$ cat src/rsi_pkg.sv
// shared constants, operand carriers and state codes for the hazard interlock
package rsi_pkg;

    // ------------------------------------------------------------------
    // widths
    // ------------------------------------------------------------------
    localparam int unsigned DATA_W  = 16;
    localparam int unsigned ADDR_W  = 8;
    localparam int unsigned IDX_W   = 4;
    localparam int unsigned PAGE_W  = 8;
    localparam int unsigned PSA_W   = 23;
    localparam int unsigned NUM_WREG = 8;

    // ------------------------------------------------------------------
    // register map (word addresses on the plain port)
    // ------------------------------------------------------------------
    localparam logic [ADDR_W-1:0] WREG_BASE_ADDR = 8'h00;
    localparam logic [ADDR_W-1:0] WREG_LAST_ADDR = 8'h07;
    localparam logic [ADDR_W-1:0] CTRL_ADDR      = 8'h08;
    localparam logic [ADDR_W-1:0] STATUS_ADDR    = 8'h09;

    // control register fields and reset value
    localparam int unsigned CTRL_WIN_EN_BIT = 0;
    localparam int unsigned CTRL_PAGE_LSB   = 8;
    localparam logic [DATA_W-1:0] CTRL_RESET = 16'h0000;
    localparam logic [DATA_W-1:0] WREG_RESET = 16'h0000;
    localparam logic [DATA_W-1:0] CNT_RESET  = 16'h0000;
    localparam logic [DATA_W-1:0] READ_ZERO  = 16'h0000;

    // effective address bit that selects the upper half (program window)
    localparam int unsigned EA_WIN_BIT = 15;

    // stack pointer lives in working register 15
    localparam logic [IDX_W-1:0] STACK_POINTER_REG_IDX = 4'hf;

    // ------------------------------------------------------------------
    // operand modes and instruction classes
    // ------------------------------------------------------------------
    typedef enum logic [1:0] {
        MODE_DIRECT  = 2'h0,
        MODE_IND     = 2'h1,
        MODE_IND_MOD = 2'h2,
        MODE_NONE    = 2'h3
    } rsi_mode_t;

    typedef enum logic [2:0] {
        CLS_ALU   = 3'h0,
        CLS_CALL  = 3'h1,
        CLS_RET   = 3'h2,
        CLS_RETURN_WITH_LITERAL = 3'h3,
        CLS_JUMP  = 3'h4
    } rsi_cls_t;

    // executing instruction as seen by the interlock
    typedef struct packed {
        rsi_cls_t          cls;
        logic [IDX_W-1:0]  dst_idx;
        rsi_mode_t         dst_mode;
        logic              dst_mapped;
        logic [IDX_W-1:0]  src_idx;
        rsi_mode_t         src_mode;
    } rsi_exec_t;

    // prefetched instruction source side
    typedef struct packed {
        logic [IDX_W-1:0]  src_idx;
        rsi_mode_t         src_mode;
        logic [DATA_W-1:0] effective_address;
    } rsi_pref_t;

    // core-side working register write port
    typedef struct packed {
        logic              en;
        logic [IDX_W-1:0]  idx;
        logic [DATA_W-1:0] data;
    } rsi_wr_t;

    // ------------------------------------------------------------------
    // sequencer states, one-hot
    // ------------------------------------------------------------------
    typedef enum logic [4:0] {
        ST_EXEC  = 5'h01,
        ST_STALL = 5'h02,
        ST_WIN_A = 5'h04,
        ST_WIN_B = 5'h08,
        ST_EXC   = 5'h10
    } rsi_state_t;

endpackage

$ cat src/rsi_interlock.sv
// read-after-write interlock with stall, window-read and exception sequencing
//
// Function
// [RULE1] hazard inserts exactly one wait cycle
// [RULE2] stall belongs to next instruction, precedes it
// [RULE3] pending register write completes during stall
// [RULE4] no data-space address during stall
// [RULE5] program counter holds during stall
// [RULE6] no instruction fetch during stall
// [RULE7] interrupt on first instruction drops stall
// [RULE8] interrupt on second: finish stall, instruction
// [RULE9] stall absorbed into normal exception entry
// [RULE10] calls write stack pointer, may stall
// [RULE11] returns never cause a stall
// [RULE12] return with literal is a hazard source
// [RULE13] jumps and branches never cause a stall
// [RULE14] repeat loop compares instruction with itself
// [RULE15] stalls leave repeat counting unchanged
// [RULE16] window hit redirects read to program space
// [RULE17] order: stall, window reads, then execute
// [RULE18] indirect window read adds two cycles
// [RULE19] written register used for address stalls
// [RULE20] unchanged destination register causes no stall
// [RULE21] direct source read causes no stall
// [RULE22] check every cycle, destination against source
`timescale 1ns/1ps
`default_nettype none

module rsi_interlock
    import rsi_pkg::*;
(
    input  wire logic                ref_clk_in,
    input  wire logic                rst_n_in,
    // register port
    input  wire logic [ADDR_W-1:0]   reg_addr_in,
    input  wire logic [DATA_W-1:0]   reg_wdata_in,
    input  wire logic                reg_wr_in,
    input  wire logic                reg_rd_in,
    output logic      [DATA_W-1:0]   reg_rdata_out,
    // decoder side
    input  wire rsi_exec_t           exec_info_in,
    input  wire rsi_pref_t           pref_info_in,
    input  wire logic                insn_last_in,
    input  wire logic                repeat_active_in,
    input  wire rsi_wr_t             wreg_wr_in,
    // exception sequencer side
    input  wire logic                irq_req_in,
    output logic                     exc_entry_out,
    // address generator and fetch control
    output logic                     stall_out,
    output logic                     pc_hold_out,
    output logic                     fetch_inhibit_out,
    output logic                     ds_addr_en_out,
    output logic                     window_read_out,
    output logic      [PSA_W-1:0]    pspace_addr_out,
    output logic                     repeat_advance_out
);

    // ------------------------------------------------------------------
    // reset release
    // ------------------------------------------------------------------
    logic rst_meta_q;
    logic rst_n_q;

    // two stages so the release never lands near a clock edge
    always_ff @(posedge ref_clk_in or negedge rst_n_in) begin
        if (!rst_n_in) begin
            rst_meta_q <= 1'b0;
            rst_n_q    <= 1'b0;
        end else begin
            rst_meta_q <= 1'b1;
            rst_n_q    <= rst_meta_q;
        end
    end

    // ------------------------------------------------------------------
    // hazard decode
    // ------------------------------------------------------------------
    // true when the executing instruction's write changes the register
    // that the next source read turns into an effective address
    function automatic logic raw_hazard(input rsi_exec_t e,
                                        input logic [IDX_W-1:0] s_idx,
                                        input rsi_mode_t s_mode);
        logic             modifies;
        logic [IDX_W-1:0] d_idx;
        modifies = 1'b0;
        d_idx    = e.dst_idx;
        unique case (e.cls)
            CLS_CALL: begin
                d_idx    = STACK_POINTER_REG_IDX; // [RULE10]
                modifies = 1'b1;
            end
            CLS_RET, CLS_JUMP: begin
                modifies = 1'b0;                  // [RULE11] [RULE13]
            end
            CLS_ALU, CLS_RETURN_WITH_LITERAL: begin
                // direct and post-modified writes change the register; a
                // plain indirect write only does so when it maps onto it
                modifies = (e.dst_mode == MODE_DIRECT) || (e.dst_mode == MODE_IND_MOD) ||
                           ((e.dst_mode == MODE_IND) && e.dst_mapped); // [RULE12] [RULE20]
            end
            default: modifies = 1'b0;
        endcase
        return modifies && (d_idx == s_idx) &&
               ((s_mode == MODE_IND) || (s_mode == MODE_IND_MOD)); // [RULE19] [RULE21]
    endfunction

    // ------------------------------------------------------------------
    // registers
    // ------------------------------------------------------------------
    logic [DATA_W-1:0] wreg_q [NUM_WREG];
    logic [DATA_W-1:0] ctrl_q;
    logic [DATA_W-1:0] stall_cnt_q;
    rsi_state_t        state_q;
    rsi_state_t        state_d;
    logic              irq_pend_q;
    logic              win_pend_q;
    logic [DATA_W-1:0] win_ea_q;

    logic              win_en;
    logic [PAGE_W-1:0] win_page;
    assign win_en   = ctrl_q[CTRL_WIN_EN_BIT];
    assign win_page = ctrl_q[CTRL_PAGE_LSB +: PAGE_W];

    // in a repeat loop the prefetched word is the executing one itself
    logic [IDX_W-1:0] chk_src_idx;
    rsi_mode_t        chk_src_mode;
    logic             hazard;
    logic             win_hit;
    logic             at_boundary;
    assign chk_src_idx  = repeat_active_in ? exec_info_in.src_idx  : pref_info_in.src_idx;  // [RULE14]
    assign chk_src_mode = repeat_active_in ? exec_info_in.src_mode : pref_info_in.src_mode; // [RULE14]
    assign hazard       = raw_hazard(exec_info_in, chk_src_idx, chk_src_mode); // [RULE22]
    assign at_boundary  = (state_q == ST_EXEC) && insn_last_in;

    // window reads only come from an indirect source landing in the upper half
    assign win_hit = win_en && pref_info_in.effective_address[EA_WIN_BIT] &&
                     ((pref_info_in.src_mode == MODE_IND) || (pref_info_in.src_mode == MODE_IND_MOD)); // [RULE16]

    // ------------------------------------------------------------------
    // sequencer next state
    // ------------------------------------------------------------------
    always_comb begin
        state_d = state_q;
        unique case (state_q)
            ST_EXEC: begin
                if (insn_last_in) begin
                    if (irq_pend_q) begin
                        state_d = ST_EXC;             // [RULE8] [RULE9]
                    end else if (irq_req_in) begin
                        state_d = ST_EXC;             // [RULE7]
                    end else if (hazard) begin
                        state_d = ST_STALL;           // [RULE1] [RULE2]
                    end else if (win_hit) begin
                        state_d = ST_WIN_A;           // [RULE18]
                    end
                end
            end
            ST_STALL: begin
                state_d = win_pend_q ? ST_WIN_A : ST_EXEC; // [RULE17]
            end
            ST_WIN_A: state_d = ST_WIN_B;             // [RULE18]
            ST_WIN_B: state_d = ST_EXEC;              // [RULE17]
            ST_EXC:   state_d = ST_EXEC;
            default:  state_d = ST_EXEC;
        endcase
    end

    // one-hot state register
    always_ff @(posedge ref_clk_in or negedge rst_n_q) begin
        if (!rst_n_q) begin
            state_q <= ST_EXEC;
        end else begin
            state_q <= state_d;
        end
    end

    // an interrupt seen while the second instruction waits is held until it ends
    always_ff @(posedge ref_clk_in or negedge rst_n_q) begin
        if (!rst_n_q) begin
            irq_pend_q <= 1'b0;
        end else if (state_q == ST_EXC) begin
            irq_pend_q <= 1'b0;
        end else if (irq_req_in && (state_q != ST_EXEC)) begin
            irq_pend_q <= 1'b1;                       // [RULE8]
        end
    end

    // window need and address are captured when the next instruction is chosen
    always_ff @(posedge ref_clk_in or negedge rst_n_q) begin
        if (!rst_n_q) begin
            win_pend_q <= 1'b0;
            win_ea_q   <= WREG_RESET;
        end else if (at_boundary) begin
            win_pend_q <= win_hit;
            win_ea_q   <= pref_info_in.effective_address;
        end
    end

    // ------------------------------------------------------------------
    // control outputs, registered from the next state
    // ------------------------------------------------------------------
    always_ff @(posedge ref_clk_in or negedge rst_n_q) begin
        if (!rst_n_q) begin
            stall_out         <= 1'b0;
            pc_hold_out       <= 1'b0;
            fetch_inhibit_out <= 1'b0;
            ds_addr_en_out    <= 1'b0;
            window_read_out   <= 1'b0;
            exc_entry_out     <= 1'b0;
        end else begin
            stall_out         <= (state_d == ST_STALL);                        // [RULE1]
            pc_hold_out       <= (state_d == ST_STALL) || (state_d == ST_WIN_A) ||
                                 (state_d == ST_WIN_B);                        // [RULE5]
            fetch_inhibit_out <= (state_d == ST_STALL) || (state_d == ST_WIN_A) ||
                                 (state_d == ST_WIN_B);                        // [RULE6]
            ds_addr_en_out    <= (state_d != ST_STALL) && (state_d != ST_EXC); // [RULE4]
            window_read_out   <= (state_d == ST_WIN_A) || (state_d == ST_WIN_B); // [RULE16]
            exc_entry_out     <= (state_d == ST_EXC);                          // [RULE9]
        end
    end

    // redirected read address: page above the low fifteen offset bits
    always_ff @(posedge ref_clk_in or negedge rst_n_q) begin
        if (!rst_n_q) begin
            pspace_addr_out <= '0;
        end else if ((state_d == ST_WIN_A) || (state_d == ST_WIN_B)) begin
            // at the deciding edge the captured address still holds the old one
            pspace_addr_out <= {win_page, at_boundary ? pref_info_in.effective_address[EA_WIN_BIT-1:0]
                                                      : win_ea_q[EA_WIN_BIT-1:0]}; // [RULE16]
        end
    end

    // loop count moves only on a finished execute cycle, never on a stall
    always_ff @(posedge ref_clk_in or negedge rst_n_q) begin
        if (!rst_n_q) begin
            repeat_advance_out <= 1'b0;
        end else begin
            repeat_advance_out <= at_boundary && repeat_active_in; // [RULE15]
        end
    end

    // ------------------------------------------------------------------
    // working registers and register port
    // ------------------------------------------------------------------
    logic core_wr_hit;
    logic bus_wr_wreg;
    assign core_wr_hit = wreg_wr_in.en && (wreg_wr_in.idx < IDX_W'(NUM_WREG));
    assign bus_wr_wreg = reg_wr_in && (reg_addr_in <= WREG_LAST_ADDR);

    // core write is never gated by the stall; it takes priority over software
    always_ff @(posedge ref_clk_in or negedge rst_n_q) begin
        if (!rst_n_q) begin
            for (int i = 0; i < NUM_WREG; i++) begin
                wreg_q[i] <= WREG_RESET;
            end
        end else if (core_wr_hit) begin
            wreg_q[wreg_wr_in.idx[2:0]] <= wreg_wr_in.data; // [RULE3]
        end else if (bus_wr_wreg) begin
            wreg_q[reg_addr_in[2:0]] <= reg_wdata_in;
        end
    end

    // window enable and page
    always_ff @(posedge ref_clk_in or negedge rst_n_q) begin
        if (!rst_n_q) begin
            ctrl_q <= CTRL_RESET;
        end else if (reg_wr_in && (reg_addr_in == CTRL_ADDR)) begin
            ctrl_q <= reg_wdata_in;
        end
    end

    // stall cycle counter; a write clears it, a stall in the same cycle still counts
    always_ff @(posedge ref_clk_in or negedge rst_n_q) begin
        if (!rst_n_q) begin
            stall_cnt_q <= CNT_RESET;
        end else if (state_q == ST_STALL) begin
            stall_cnt_q <= (reg_wr_in && (reg_addr_in == STATUS_ADDR)) ?
                           16'h0001 : DATA_W'(stall_cnt_q + 16'h0001);
        end else if (reg_wr_in && (reg_addr_in == STATUS_ADDR)) begin
            stall_cnt_q <= CNT_RESET;
        end
    end

    // read data in the cycle after the strobe; unmapped reads return zero
    always_ff @(posedge ref_clk_in or negedge rst_n_q) begin
        if (!rst_n_q) begin
            reg_rdata_out <= READ_ZERO;
        end else if (reg_rd_in) begin
            if (reg_addr_in <= WREG_LAST_ADDR) begin
                reg_rdata_out <= wreg_q[reg_addr_in[2:0]];
            end else if (reg_addr_in == CTRL_ADDR) begin
                reg_rdata_out <= ctrl_q;
            end else if (reg_addr_in == STATUS_ADDR) begin
                reg_rdata_out <= stall_cnt_q;
            end else begin
                reg_rdata_out <= READ_ZERO;
            end
        end else begin
            reg_rdata_out <= READ_ZERO;
        end
    end

    logic irq_ok;
    assign irq_ok = !irq_req_in && !irq_pend_q;
endmodule

`default_nettype wire

$ cat config.mk
export PLATFORM = sky130hd
export DESIGN_NAME = rsi_interlock
export DESIGN_NICKNAME = d
export VERILOG_FILES = /design/src/rsi_pkg.sv /design/src/rsi_interlock.sv
export SDC_FILE = /design/constraint.sdc
export NUM_CORES = 1
export LEC_CHECK = 0
export ABC_AREA = 1
export BUFFER_PORTS_ARGS = -buffer_cell sky130_fd_sc_hd__buf_4
export CAP_MARGIN = 20
export CORE_MARGIN = 3
export CORE_UTILIZATION = 53
export DETAILED_ROUTE_END_ITERATION = 6
export PLACE_DENSITY = 0.76
export SLEW_MARGIN = 20
export SYNTH_ARGS = -nofsm -noshare
export SYNTH_HDL_FRONTEND = slang
export SYNTH_SLANG_ARGS = --single-unit
$ cat constraint.sdc
create_clock -name ref_clk_in -period 7.3 [get_ports ref_clk_in]
set_input_delay 0.73 -clock ref_clk_in [delete_from_list [all_inputs] [get_ports ref_clk_in]]
set_output_delay 0.73 -clock ref_clk_in [all_outputs]
set_load 0.05 [all_outputs]
# Word level (Yosys, flattened, before mapping)
# Cells that the tools add are included.
dict set report totals {
  ff_bits 229
  inputBits 90
  output_inout_bits 46
  elab_cells 115
}
dict set report op_classes {
  addsub 1
  magnitude_cmp 6
  n_eq_ne 22
  n_mux 32
  bitwise 2
  reduce_logical 28
}
# op n
set op_table {}
lappend op_table {{$bwmux W128} 2}
lappend op_table {{$mux W128} 2}
lappend op_table {{$mux W16} 11}
lappend op_table {{$demux W16 S3} 2}
lappend op_table {{$bmux W16 S3} 1}
lappend op_table {{$mux W5} 5}
lappend op_table {{$add A16 B1 Y16 const B} 1}
lappend op_table {{$eq A8 B4 Y1 const B} 2}
lappend op_table {{$logic_and A1 B1 Y1} 15}
lappend op_table {{$mux W15} 1}
lappend op_table {{$pmux W5 S3} 1}
lappend op_table {{$eq A5 B2 Y1 const B} 2}
lappend op_table {{$eq A5 B3 Y1 const B} 2}
lappend op_table {{$eq A5 B5 Y1 const B} 2}
lappend op_table {{$ge A4 B4 Y1 const B} 2}
lappend op_table {{$le A8 B3 Y1 const B} 1}
lappend op_table {{$lt A4 B1 Y1 const B} 2}
lappend op_table {{$mux W4} 2}
lappend op_table {{$not A3 Y4} 2}
lappend op_table {{$logic_or A1 B1 Y1} 7}
lappend op_table {{$eq A2 B1 Y1 const B} 3}
lappend op_table {{$eq A2 B2 Y1 const B} 3}
lappend op_table {{$reduce_bool A2 Y1} 3}
lappend op_table {{$eq A5 B1 Y1 const B} 1}
lappend op_table {{other kinds (15)} 16}

# Longest topological paths before layout
dict set report logic_depth {
  depth_word 14
  depth_mapped 13
  mapped_depth_nobuf 12
}

# Worst setup path before layout
# No wires, ideal clock.
dict set report synth_path {
  path_type {input-to-reg}
  from {in reg_addr_in[1]}
  to {reg ctrl_q[13]}
  setup_ns 0.128
  t_arrival_ns 1.841
  required_ns 7.172
  setup_slack_ns 5.331
  cell_stages 8
  path_buffers 1
  path_cell_list {buf_6 -> nor2_8 -> inv_2 -> nor2_4 -> nand4_1 -> inv_2 -> nand2_2 -> mux2_1}
}
dict set report synth_via {
  elab_chain_cells 2
}
# element line_no
set synth_rtl {}
lappend synth_rtl {{from (decl)} rsi_interlock.sv:35} ;# input wire logic [ADDR_W-1:0] reg_addr_in,
lappend synth_rtl {{$eq A8 B4 Y1} rsi_interlock.sv:268} ;# end else if (reg_wr_in && (reg_addr_in == CTRL_ADDR)) begin
lappend synth_rtl {{$logic_and A1 B1 Y1} rsi_interlock.sv:268}
lappend synth_rtl {{to (signal assigned)} rsi_interlock.sv:269} ;# ctrl_q <= reg_wdata_in;
lappend synth_rtl {{to (decl)} rsi_interlock.sv:112} ;# logic [DATA_W-1:0] ctrl_q;
# Every way passes these cells.
# A chain may end at the register's enable or synchronous reset.

# Worst setup path in the final report
dict set report layout_path {
  from {in wreg_wr_in[19] (netlist bit)}
  to {reg wreg_q[8] (netlist bit)}
}
dict set report layout_via {
  elab_chain_cells 3
  elab_cells_between_ends 4
  classes_between {1 x order compare; 1 x mux; 2 x reduce/logical}
}
# element line_no
set layout_rtl {}
lappend layout_rtl {{from (decl)} rsi_interlock.sv:45} ;# input wire rsi_wr_t wreg_wr_in,
lappend layout_rtl {{$lt A4 B4 Y1 (*)} rsi_interlock.sv:248} ;# assign core_wr_hit = wreg_wr_in.en && (wreg_wr_in.idx < IDX_W'(NUM_WREG));
lappend layout_rtl {{$logic_and A1 B1 Y1 (*)} rsi_interlock.sv:248}
lappend layout_rtl {{$mux W128 or $reduce_bool A2 Y1 (tied branches)} -}
lappend layout_rtl {{to (signal, indexed assignment)} rsi_interlock.sv:258} ;# wreg_q[wreg_wr_in.idx[2:0]] <= wreg_wr_in.data;
lappend layout_rtl {{to (signal, indexed assignment)} rsi_interlock.sv:260} ;# wreg_q[reg_addr_in[2:0]] <= reg_wdata_in;
lappend layout_rtl {{to (decl)} rsi_interlock.sv:111} ;# logic [DATA_W-1:0] wreg_q [NUM_WREG];
# Every way passes the cells marked *; elsewhere a longest branch is shown, timed or not.

==> flow_summary.ini <==
[sta]
fin_setup_tns_ps = 0
finClkSkew_ps = 12.0
max_freq_ghz = 0.337
slew_viol_final = 0
setup_violations = 0
layout_min_cycle_time_ps = 2970
worstMarginPinSlew_ps = 997
rsz0062_at_grt = false
period_share_pct = 40.6
hold_violations = 0
relSlewSlack_pct = 33.6

[yosys]
yosys.area.top_type = dfrtp_1
ys_warn_count = 0
synth_top_area_share_pct = 48.3
synth.top_cells.by_area = dfrtp_1 48%, nand2_1 11%, inv_1 4.2%, nand3_1 4.2%, o211ai_1 3.6%
yosysSeqAreaShare_pct = 48.5
synth_area_sq_um = 11800
yosysUniqueCellTypes = 48
ys_seq_elements = 229
syn-num-nets = 1535
netlist_instances = 1444
avgSynthCellArea_sq_um = 8.18

[cells_and_area]
area_growth_pct = 15.7
fillers = 1844
drive_gt1_share_pct = 16.0
final_cell_mix = 357 x nand2_1, 227 x dfrtp_1, 141 x buf_4, 133 x inv_1, 98 x nand3_1
final_common_cell = nand2_1
num_antenna_cells = 0
instances_no_fill = 1825
layout.nets = 1623

[clock_network]
cts-resized-gates = 0
cts.htree.levels = 1
cts_setup_buffers = 0
cts_root_buffer = clkbuf_16
cts.sinks = 229
cts_inserted_buffers = 25
clk_path_buf_depth = 3
clk_pin_slew_ps = 60
ctsHoldBuffers = 1
cts_tree = built
insertion_delay_ps = 530

[die]
die_area_sq_um = 24100
die_w_um = 155
core-area_sq_um = 21500
num_io_pins = 136
rows = 53
initial_core_util_pct = 55.0
die_h_um = 155

[worst_hold_path]
min_from = rst_meta_q
hold_class = reg2reg

[global_route]
gr-usage-all-layers_pct = 30.1
grt_use_met3_pct = 7.32
grtUsageMet1_pct = 41.6
grt_max_degree = 82
grt-busiest-layer = met2
grt_pass1_wl_um = 58700
antenna_found_initial = 0
global_route.usage.met2_pct = 47.3
overflow = 0
grt_pass1_vias = 10900

[critical_path]
cp-start-kind = input port
cp.arrival_ps = 3380
slowest_stage = nand4_1
crit_fanout = 30
startpoint = wreg_wr_in[19]
reg2reg_from = state_q[2]
reg2reg_slack_ps = 4990
critPathRequiredTime_ps = 7710
cp-end-kind = flip-flop
slowest_delay_ps = 700
worstSetupPathType = in2reg
crit_chain = buf_4, nor2_2, buf_4, nand4_1, o21ai_1, nand2_1, inv_2, nand2_1, o221ai_1

[power_and_ir_drop]
p_per_area_nw_per_um2 = 255
p_leak_nw = 6.63
ir_drop_mv = 0.181

[run]
drv_cap = 0

[detailed_routing]
drcViolationCount = 0
vias = 11300
wl_per_cell_um = 20.2
detail-route-antenna-nets = 0
wirelength_um = 36900
drt_iter0_drc = 1214
dr.pass1.iters = 6
viasPerCell = 6.20

[run_status]
outcome = complete, no violations

[placed_design]
dpl.cell_count = 1779
port_buffers = 135
dp_hpwl_um = 25600
globalplace.congestion = 0.965
worst max-delay path, delay by kind of cell:
kind | cells | cell delay, ps
AO/OA/AOI/OAI | 2 | 510
buffers and inverters | 3 | 780
AND/OR/NAND/NOR | 4 | 1340
cell type report:
type	count	area, sq um	area share (%)
sequential	229	5740	42.0
clock buffer	36	757	5.54
multi-input combinational	975	5030	36.8
inverter	158	599	4.39
clock inverter	9	124	0.906
tap	275	344	2.52
timing repair buffer	143	1080	7.90
power breakdown:
| group | switching (mW) | total, mW | leakage, nW | internal, mW |
|---|---|---|---|---|
| Combinational | 0.384 | 0.589 | 3.17 | 0.206 |
| Clock | 0.522 | 1.34 | 0.442 | 0.823 |
| Sequential | 0.101 | 1.56 | 3.02 | 1.45 |
| Total | 1.01 | 3.49 | 6.63 | 2.48 |
logic make-up after synthesis:
kind of cell	Yosys count	synth area share, %
AND/OR/NAND/NOR	611	22.9
AO/OA/AOI/OAI	356	18.9
buffers and inverters	240	8.94
flip-flops	229	48.5
multiplexers	5	0.477
adder cells (fa/ha/maj)	1	0.106
other	1	0.0317
XOR/XNOR	1	0.0741
synthesized netlist by cell type (all sizes together):
library cell / number
a311oi: 1
nor3: 16
mux2: 5
dfrtp: 228
nor2: 79
nand2: 366
a21oi: 78
o21ai: 116
clkinv: 1
conb: 1
a221oi: 4
o211ai: 57
nand3: 103
nor3b: 1
o22ai: 38
nor4: 3
and2: 1
or2: 2
dfstp: 1
ha: 1
xor2: 1
o221ai: 43
nand4: 40
o31ai: 17
clkbuf: 27
a211oi: 2
buf: 55
inv: 157
per-stage QoR:
stage / util, % / power (mW) / area (sq um) / hold WS, ps / setup WS [ps]
final: 63.6 / 3.49 / 13700 / 347 / 4330
after global routing: 63.6 / 3.64 / 13700 / 357 / 4100
after CTS: 63.6 / 3.49 / 13700 / 350 / 4450
after detailed placement: 59.4 / 2.15 / 12800 / 337 / 3910
after global placement: 59.4 / 2.13 / 12800 / 336 / 3990
after floorplan: - / 1.96 / 11800 / 331 / 448
layer usage:
metal  share of wire, %  up-vias
met2                 46      725
met5                  0        -
met4                2.7        0
met1                 40     5372
li1                   -     5121
met3                 12       91
final timing paths:
path / end / cells after the start
worst max-delay path: wreg_q[8] / 9
worst min-delay path: rst_n_q / 0
worst max register to register: pspace_addr_out[17] / 9
worst min register to register: rst_n_q / 0
max in group asynchronous: wreg_q[117] / 1
min in group asynchronous: win_ea_q[11] / 0
registers in the layout, summed over array words and instances (netlist names), 5 cells and up:
signal	count
ctrl_q	16
pspace_addr_out	23
reg_rdata_out	16
stall_cnt_q	16
state_q	5
win_ea_q	15
wreg_q	128
No activity file was read; power rests on OpenSTA's default activity.
